`src/ido_pkg.sv`:
```
// constants, register map and types of the serial audio output port
package ido_pkg;

  // ----------------------------------------------------------------
  // host memory map
  // ----------------------------------------------------------------
  localparam logic [15:0] ADDR_GPIO_DIR  = 16'hc017;
  localparam logic [15:0] ADDR_GPIO_OUT  = 16'hc018;
  localparam logic [15:0] ADDR_GPIO_IN   = 16'hc019;
  localparam logic [15:0] ADDR_I2S_CTRL  = 16'hc040;

  localparam logic [3:0]  RST_I2S_CTRL   = 4'h0;
  localparam logic [7:0]  RST_GPIO_DIR   = 8'h00;
  localparam logic [7:0]  RST_GPIO_OUT   = 8'h00;

  // ----------------------------------------------------------------
  // control register fields
  // ----------------------------------------------------------------
  localparam int CTRL_RATE_LSB  = 0;
  localparam int CTRL_PORT_EN   = 2;
  localparam int CTRL_MCLK_EN   = 3;

  localparam logic [1:0] RATE_48K  = 2'h0;
  localparam logic [1:0] RATE_96K  = 2'h1;
  localparam logic [1:0] RATE_192K = 2'h2;

  // bit clock half period in ticks (one tick is one master clock half period)
  localparam logic [3:0] HALF_48K  = 4'h8;
  localparam logic [3:0] HALF_96K  = 4'h4;
  localparam logic [3:0] HALF_192K = 4'h2;

  // ----------------------------------------------------------------
  // pin assignment inside the general-purpose bank
  // ----------------------------------------------------------------
  localparam int PIN_MCLK = 4;
  localparam int PIN_BCLK = 5;
  localparam int PIN_DATA = 6;
  localparam int PIN_WSEL = 7;

  localparam int WORD_BITS = 16;
  localparam logic [4:0] SLOT_LOAD = 5'h01;

  // ----------------------------------------------------------------
  // register index decode
  // ----------------------------------------------------------------
  typedef enum logic [2:0] {
    REG_NONE = 3'b000,
    REG_DIR  = 3'b001,
    REG_OUT  = 3'b010,
    REG_IN   = 3'b011,
    REG_CTRL = 3'b100
  } ido_reg_type;

  typedef enum logic [0:0] {
    ST_OFF = 1'b0,
    ST_RUN = 1'b1
  } ido_state_type;

endpackage

```
`src/ido_clkgen.sv`:
```
// master clock and bit clock generator for the serial audio port
`timescale 1ns/100ps
module ido_clkgen
  import ido_pkg::*;
(
  input  wire logic       clk_i,        // device clock
  input  wire logic       rst_n_i,      // async reset, active low
  input  wire logic       run_i,        // port running
  input  wire logic       range_i,      // input clock range bit
  input  wire logic [1:0] rate_i,       // output rate select
  output logic            mclk_o,       // master clock level
  output logic            bclk_o,       // bit clock level
  output logic            bclk_fall_o   // pulse: bit clock just fell
);

  logic       pre;
  logic [3:0] cnt;
  logic       next_pre;
  logic       next_mclk;
  logic       next_bclk;
  logic       next_fall;
  logic [3:0] next_cnt;
  logic       tick;
  logic [3:0] half;

  // ----------------------------------------------------------------
  // dividers
  // ----------------------------------------------------------------
  always_comb begin
    case (rate_i)
      RATE_96K:  half = HALF_96K;
      RATE_192K: half = HALF_192K;
      default:   half = HALF_48K;
    endcase
    next_pre  = run_i ? ~pre : 1'b0;
    tick      = run_i && (!range_i || pre);
    next_mclk = mclk_o;
    next_bclk = bclk_o;
    next_cnt  = cnt;
    next_fall = 1'b0;
    if (!run_i) begin
      next_mclk = 1'b0;
      next_bclk = 1'b0;
      next_cnt  = 4'h0;
    end else if (tick) begin
      next_mclk = ~mclk_o;
      if (cnt == half - 4'h1) begin
        next_cnt  = 4'h0;
        next_bclk = ~bclk_o;
        next_fall = bclk_o;
      end else begin
        next_cnt = cnt + 4'h1;
      end
    end
  end

  always_ff @(posedge clk_i or negedge rst_n_i) begin
    if (!rst_n_i) begin
      pre         <= 1'b0;
      cnt         <= 4'h0;
      mclk_o      <= 1'b0;
      bclk_o      <= 1'b0;
      bclk_fall_o <= 1'b0;
    end else begin
      pre         <= next_pre;
      cnt         <= next_cnt;
      mclk_o      <= next_mclk;
      bclk_o      <= next_bclk;
      bclk_fall_o <= next_fall;
    end
  end

endmodule

```
`src/ido_port.sv`:
```
// serial audio output port with shared general-purpose pins and host register access
//
// Contract
// control bit 2 hands the shared pins to the audio port, else general-purpose.
// after reset the port is off and all pins are inputs.
// control bit 3 drives the master clock pin; clear means no master clock.
// master clock follows input clock, or half of it when range bit is one.
// rate field 00, 01, 10 selects 48, 96, 192 kHz output.
// bit clock is master clock divided by 8, 4 or 2 by rate.
// output rate is independent of source rate; samples are resampled.
// host writes 0xf0 to 0xc017, then 0x0c to the control register.
// audio signals appear on general-purpose pins 4 to 7.
// software reset clears the pin direction register, audio pins included.
// 16-bit MSB-first words, select toggles every 16 bit clocks, data one late.
`timescale 1ns/100ps
module ido_port
  import ido_pkg::*;
(
  input  wire logic        clk_i,          // device clock, 200 MHz
  input  wire logic        rst_n_i,        // async reset, active low
  input  wire logic        soft_reset_i,   // software reset pulse
  input  wire logic        range_bit_i,    // input clock range bit
  input  wire logic        host_wr_i,      // host write strobe
  input  wire logic        host_rd_i,      // host read strobe
  input  wire logic        host_sel_i,     // 0 address port, 1 data port
  input  wire logic [15:0] host_wdata_i,   // host write data
  output logic      [15:0] host_rdata_o,   // host read data
  output logic             host_rvalid_o,  // read data valid pulse
  input  wire logic        audio_valid_i,  // stereo sample offered
  input  wire logic [15:0] audio_left_i,   // left sample
  input  wire logic [15:0] audio_right_i,  // right sample
  output logic             audio_ready_o,  // port takes samples
  input  wire logic [7:0]  gpio_in_i,      // pin input levels
  output logic      [7:0]  gpio_out_o,     // pin output levels
  output logic      [7:0]  gpio_oe_o       // pin output enables
);

  // ----------------------------------------------------------------
  // decode
  // ----------------------------------------------------------------
  function automatic ido_reg_type reg_of(input logic [15:0] a);
    case (a)
      ADDR_GPIO_DIR: reg_of = REG_DIR;
      ADDR_GPIO_OUT: reg_of = REG_OUT;
      ADDR_GPIO_IN:  reg_of = REG_IN;
      ADDR_I2S_CTRL: reg_of = REG_CTRL;
      default:       reg_of = REG_NONE;
    endcase
  endfunction

  // ----------------------------------------------------------------
  // host registers
  // ----------------------------------------------------------------
  logic [15:0]   addr;
  logic [3:0]    ctrl;
  logic [7:0]    dir;
  logic [7:0]    dout;
  logic [15:0]   next_addr;
  logic [3:0]    next_ctrl;
  logic [7:0]    next_dir;
  logic [7:0]    next_dout;
  logic [15:0]   next_rdata;
  logic          next_rvalid;
  ido_reg_type   sel_reg;

  always_comb begin
    next_addr   = addr;
    next_ctrl   = ctrl;
    next_dir    = dir;
    next_dout   = dout;
    next_rdata  = host_rdata_o;
    next_rvalid = 1'b0;
    sel_reg     = reg_of(addr);
    if (host_wr_i && !host_sel_i) begin
      next_addr = host_wdata_i;
    end else if (host_wr_i && host_sel_i) begin
      case (sel_reg)
        REG_DIR:  next_dir  = host_wdata_i[7:0];
        REG_OUT:  next_dout = host_wdata_i[7:0];
        REG_CTRL: next_ctrl = host_wdata_i[3:0];
        default:  next_dir  = dir;
      endcase
    end
    if (host_rd_i) begin
      next_rvalid = 1'b1;
      if (!host_sel_i) begin
        next_rdata = addr;
      end else begin
        case (sel_reg)
          REG_DIR:  next_rdata = {8'h00, dir};
          REG_OUT:  next_rdata = {8'h00, dout};
          REG_IN:   next_rdata = {8'h00, gpio_in_i};
          REG_CTRL: next_rdata = {12'h000, ctrl};
          default:  next_rdata = 16'h0000;
        endcase
      end
    end
    if (soft_reset_i) begin
      next_dir = RST_GPIO_DIR;
    end
  end

  always_ff @(posedge clk_i or negedge rst_n_i) begin
    if (!rst_n_i) begin
      addr          <= 16'h0000;
      ctrl          <= RST_I2S_CTRL;
      dir           <= RST_GPIO_DIR;
      dout          <= RST_GPIO_OUT;
      host_rdata_o  <= 16'h0000;
      host_rvalid_o <= 1'b0;
    end else begin
      addr          <= next_addr;
      ctrl          <= next_ctrl;
      dir           <= next_dir;
      dout          <= next_dout;
      host_rdata_o  <= next_rdata;
      host_rvalid_o <= next_rvalid;
    end
  end

  // ----------------------------------------------------------------
  // clocks
  // ----------------------------------------------------------------
  ido_state_type state;
  ido_state_type next_state;
  logic          mclk;
  logic          bclk;
  logic          bclk_fall;

  ido_clkgen u_clkgen (
    .clk_i       (clk_i),
    .rst_n_i     (rst_n_i),
    .run_i       (state == ST_RUN),
    .range_i     (range_bit_i),
    .rate_i      (ctrl[CTRL_RATE_LSB +: 2]),
    .mclk_o      (mclk),
    .bclk_o      (bclk),
    .bclk_fall_o (bclk_fall)
  );

  // ----------------------------------------------------------------
  // framing and sample hold
  // ----------------------------------------------------------------
  logic [15:0] hold_l;
  logic [15:0] hold_r;
  logic [31:0] shreg;
  logic [4:0]  slot;
  logic        wsel;
  logic        sdata;
  logic [15:0] next_hold_l;
  logic [15:0] next_hold_r;
  logic [31:0] next_shreg;
  logic [4:0]  next_slot;
  logic        next_wsel;
  logic        next_sdata;
  logic        next_ready;

  always_comb begin
    next_state  = ctrl[CTRL_PORT_EN] ? ST_RUN : ST_OFF;
    next_hold_l = hold_l;
    next_hold_r = hold_r;
    next_shreg  = shreg;
    next_slot   = slot;
    next_wsel   = wsel;
    next_sdata  = sdata;
    next_ready  = (next_state == ST_RUN);
    // latest sample wins: repeats or drops give zero-order-hold conversion
    if (audio_valid_i && audio_ready_o) begin
      next_hold_l = audio_left_i;
      next_hold_r = audio_right_i;
    end
    case (state)
      ST_OFF: begin
        next_shreg = 32'h0000_0000;
        next_slot  = 5'h00;
        next_wsel  = 1'b0;
        next_sdata = 1'b0;
      end
      ST_RUN: begin
        if (bclk_fall) begin
          next_slot = slot + 5'h01;
          next_wsel = next_slot[4];
          if (next_slot == SLOT_LOAD) begin
            next_shreg = {hold_l, hold_r};
            next_sdata = hold_l[WORD_BITS-1];
          end else begin
            next_shreg = {shreg[30:0], 1'b0};
            next_sdata = shreg[30];
          end
        end
      end
      default: next_slot = 5'h00;
    endcase
  end

  always_ff @(posedge clk_i or negedge rst_n_i) begin
    if (!rst_n_i) begin
      state         <= ST_OFF;
      hold_l        <= 16'h0000;
      hold_r        <= 16'h0000;
      shreg         <= 32'h0000_0000;
      slot          <= 5'h00;
      wsel          <= 1'b0;
      sdata         <= 1'b0;
      audio_ready_o <= 1'b0;
    end else begin
      state         <= next_state;
      hold_l        <= next_hold_l;
      hold_r        <= next_hold_r;
      shreg         <= next_shreg;
      slot          <= next_slot;
      wsel          <= next_wsel;
      sdata         <= next_sdata;
      audio_ready_o <= next_ready;
    end
  end

  // ----------------------------------------------------------------
  // pin mux
  // ----------------------------------------------------------------
  logic [7:0] next_pout;
  logic [7:0] next_poe;
  logic       run;

  always_comb begin
    run       = (state == ST_RUN);
    next_pout = dout;
    next_poe  = dir;
    if (run) begin
      // audio pins still need their direction bits, lost on soft reset
      next_pout[PIN_MCLK] = mclk && ctrl[CTRL_MCLK_EN];
      next_pout[PIN_BCLK] = bclk;
      next_pout[PIN_DATA] = sdata;
      next_pout[PIN_WSEL] = wsel;
      next_poe[PIN_MCLK]  = dir[PIN_MCLK] && ctrl[CTRL_MCLK_EN];
      next_poe[PIN_BCLK]  = dir[PIN_BCLK];
      next_poe[PIN_DATA]  = dir[PIN_DATA];
      next_poe[PIN_WSEL]  = dir[PIN_WSEL];
    end
  end

  always_ff @(posedge clk_i or negedge rst_n_i) begin
    if (!rst_n_i) begin
      gpio_out_o <= 8'h00;
      gpio_oe_o  <= 8'h00;
    end else begin
      gpio_out_o <= next_pout;
      gpio_oe_o  <= next_poe;
    end
  end

endmodule

```
`config.mk`:
```
export PLATFORM = sky130hd
export DESIGN_NAME = ido_port
export DESIGN_NICKNAME = d
export VERILOG_FILES = /design/src/ido_pkg.sv /design/src/ido_clkgen.sv /design/src/ido_port.sv
export SDC_FILE = /design/constraint.sdc
export NUM_CORES = 1
export LEC_CHECK = 0
export BUFFER_PORTS_ARGS = -buffer_cell sky130_fd_sc_hd__buf_2
export CAP_MARGIN = 20
export CORE_ASPECT_RATIO = 0.9
export CORE_MARGIN = 2
export CORE_UTILIZATION = 51
export DETAILED_ROUTE_END_ITERATION = 8
export HOLD_SLACK_MARGIN = 0.15
export PLACE_DENSITY = 0.77
export SLEW_MARGIN = 0
export SYNTH_ARGS = -nofsm -noshare
export SYNTH_HDL_FRONTEND = slang
export SYNTH_SLANG_ARGS = --single-unit
```
`constraint.sdc`:
```
create_clock -name clk_i -period 2.4 [get_ports clk_i]
set_input_delay 0.48 -clock clk_i [delete_from_list [all_inputs] [get_ports clk_i]]
set_output_delay 0.48 -clock clk_i [all_outputs]
set_load 0.01 [all_outputs]
```
==> key figures <==
Worst setup path
  • Worst Reg-to-Reg Cells: 6
  • Worst setup EP type: register
  • Critical Path Source Type: register
  • Worst EP required: 2.71 ns
  • CP Class: reg -> reg
  • CP max FO: 8
  • Crit path arrival time: 2.63 ns

Clock network
  • CTS tree: yes
  • Clock slew at reported path FFs: 0.06 ns
  • CTS root buf: clkbuf_16
  • H-tree levels: 4
  • Num CTS Buffers: 17
  • CTS Sinks: 147
  • Clock Latency Late Sink: 0.43 ns
  • Clock tree buffer depth: 2
  • Post-CTS Setup Bufs: 0

Timing
  • Final hold viol count: 0
  • Fin Setup TNS: 0 ns
  • Worst hold slack: 0.280 ns
  • Min Tclk post-route: 2.32 ns
  • RSZ-0062 raised after global routing: no
  • Slew Viols, Final: 0
  • Slew of the pin with the lowest slew margin: 0.784 ns
  • Setup WS post-layout: 0.0766 ns
  • Peak Freq: 430 MHz
  • Final period utilization: 96.8%
  • Relative slew slack: 47.7%
  • Setup Viol. Count Final: 0
  • Fin Clk Skew: 0.00450 ns

Synthesis
  • Sequential element share of the synthesized area: 57.6%
  • Yosys top cell by area: dfrtp_1
  • Ys async rst share: 100%
  • Avg Inst Size Synth: 11.4 sq um
  • Share of Yosys cell area claimed by the top area cell type: 57.6%
  • Syn Std Cell Area: 0.00639 sq mm
  • Distinct cell type count after synthesis: 48
  • Prevailing post-synth register cell: dfrtp_1
  • Ranking of synthesized cells by area: dfrtp_1, mux2_2, o21ai_0, a31oi_1, mux2i_1
  • Synth Net Count: 627
  • Synth Instances: 559
  • Synth warn: 0
  • Number of synthesized register bits: 147
  • EDFF count, synth: 0

Layout
  • Fin nets: 724
  • Fraction of layout cells with a size suffix above 1: 30.1%
  • Ant. Diodes: 0
  • Layout area overhead: 20.1%

Die
  • Rows: 38
  • Die ar.: 0.0134 sq mm
  • Die Y-Extent: 110 microns
  • Area of the core: 0.0121 sq mm
  • Starting density of the core: 52.7%
  • Die Wd: 122 microns
  • IO Pins: 98

Placement
  • DP HPWL: 9880 microns
  • Pre-CTS WS: 0.0702 ns
  • Routability cong.: 0.867
  • I/O Buffers: 97

Routing
  • Starting DRT DRC Count: 363
  • Vias: 4829
  • Residual DRC count: 0
  • Post-DR vias/cell: 5.83
  • WL per Instance: 17.6 microns
  • DRT Wirelength: 14600 microns
  • Drt pass-1 iters: 5
  • Antenna-violating nets left: 0

Global routing
  • GRT overflow: 0
  • First-pass GRT wire length: 24000 microns
  • Largest net degree at the start of global routing: 64
  • Global Route Usage Sum: 23.3%
  • Initial antenna violation count: 0
  • Vias in the first global route: 4872

Power and ir drop
  • Sequential power share: 47.9%
  • Leakage power total: 0.00360 uW
  • PD cells: 713 mW/mm^2
  • Clock power frac: 45.8%
  • Internal: 4260 uW
  • Switch Pwr: 1220 uW
  • Final Power: 5470 uW
  • Logic pwr share: 6.2%
  • Switching Fraction: 22.2%
  • Max IR drop VDD: 0.000509 V

Worst hold path
  • Hold path cells: 2
  • Hold Crit Class: in -> reg

Outcome
  • Outcome: completed

Job
  • Number of max-cap violations: 0
-- cell usage after synthesis, types with 2 or more instances --
| library cell | instances |
|---|---|
| nand2b_1 | 7 |
| mux2_2 | 50 |
| mux2_1 | 12 |
| a21boi_0 | 4 |
| xor2_1 | 2 |
| dfrtp_1 | 147 |
| nor2_1 | 20 |
| nand2_1 | 18 |
| nand3_1 | 35 |
| a21oi_1 | 5 |
| xnor2_1 | 6 |
| a2bb2oi_1 | 3 |
| o21ai_1 | 4 |
| or4_4 | 2 |
| and2_1 | 9 |
| ha_1 | 4 |
| nor2b_1 | 6 |
| buf_4 | 2 |
| inv_1 | 15 |
| mux2i_1 | 18 |
| a22oi_1 | 2 |
| nand4_1 | 3 |
| clkbuf_1 | 33 |
| and3_1 | 3 |
| nand3b_1 | 9 |
| a31oi_1 | 39 |
| o21ai_0 | 77 |
| buf_1 | 4 |
-- through the flow --
step,instances,area [sq um],utilization (%)
final,828,7670,63.3
after global routing,828,7670,63.3
after CTS,828,7660,63.2
after global placement,796,7100,58.6
after detailed placement,796,7100,58.6
after floorplan,559,6390,-
-- power by group through the flow --
stage	Clock [uW]	Sequential (uW)	Combinational [uW]
finish	2510	2620	341
global route	2640	2630	377
CTS	2530	2620	345
detailed placement	0	2660	340
global placement	0	2660	327
floorplan	0	2660	138
-- cells by family (layout without fill, tap and decap cells) --
group	after synthesis	after routing	share of synthesized area [%]
simple gates	124	124	10.7
buf+inv	55	164	3.37
xor+xnor	8	8	1.10
mux	80	80	13.7
compound gates	141	141	12.7
fa+ha+maj	4	4	0.783
flops	147	147	57.6
-- placed cells by master, fill, tap and decap left out, types with 5 or more instances in the layout --
cell and instances:
clkbuf_1 8, o21ai_0 77, dfrtp_1 146, nor2_1 20
nor2b_1 6, nand3_1 35, xnor2_1 6, nand2b_1 7
mux2_2 50, mux2_1 12, inv_1 15, and2_1 9
buf_2 96, clkbuf_16 17, buf_4 18, a31oi_1 39
a21oi_1 5, nand2_1 18, nand3b_1 9, mux2i_1 18
-- worst max-delay path: stages (launching register included) --
cell	delay, ns
dfrtp_1	0.39
or4_4	0.56
or4_4	0.48
nor4b_4	0.30
buf_6	0.19
mux2i_1	0.21
nor2_1	0.07
-- registers in the layout (all words and copies together), names as in the netlist, 5 cells and up --
register	count
shreg	31
addr	16
hold_l	16
hold_r	16
host_rdata_o	16
dir	8
dout	8
gpio_oe_o	8
gpio_out_o	8
slot	5
-- path summary, 6_finish.rpt --
kind / startpoint / endpoint / slack [ns]
worst max-delay path: addr[8] / dir[1] / 0.08
worst min-delay path: audio_right_i[2] / hold_r[2] / 0.28
worst max register to register: addr[8] / dir[1] / 0.08
worst min register to register: dout[1] / gpio_out_o[1] / 0.41
max in group asynchronous: rst_n_i / hold_r[4] / 1.09
min in group asynchronous: rst_n_i / ctrl[2] / 0.62
-- what timing repair did --
item	in CTS	in global routing
setup endpoints to repair	0	12
gates resized for setup	0	3
hold endpoints to repair	60	0
hold buffers	1	0
-- area by class of cell --
type / instances / area, sq um
Fill cell: 972 / 4450
Sequential cell: 147 / 3680
Multi-Input combinational cell: 357 / 2520
Timing Repair Buffer: 118 / 668
Clock buffer: 26 / 469
Tap cell: 160 / 200
Clock inverter: 5 / 77.6
Inverter: 15 / 56.3
-- layer usage --
metal | wire length, microns | global-route usage, %
met5 | 0 | 0
met2 | 7070 | 36.7
met3 | 842 | 5.66
met4 | 406 | 11.1
met1 | 6270 | 30.6
No activity file was read; power rests on OpenSTA's default activity.
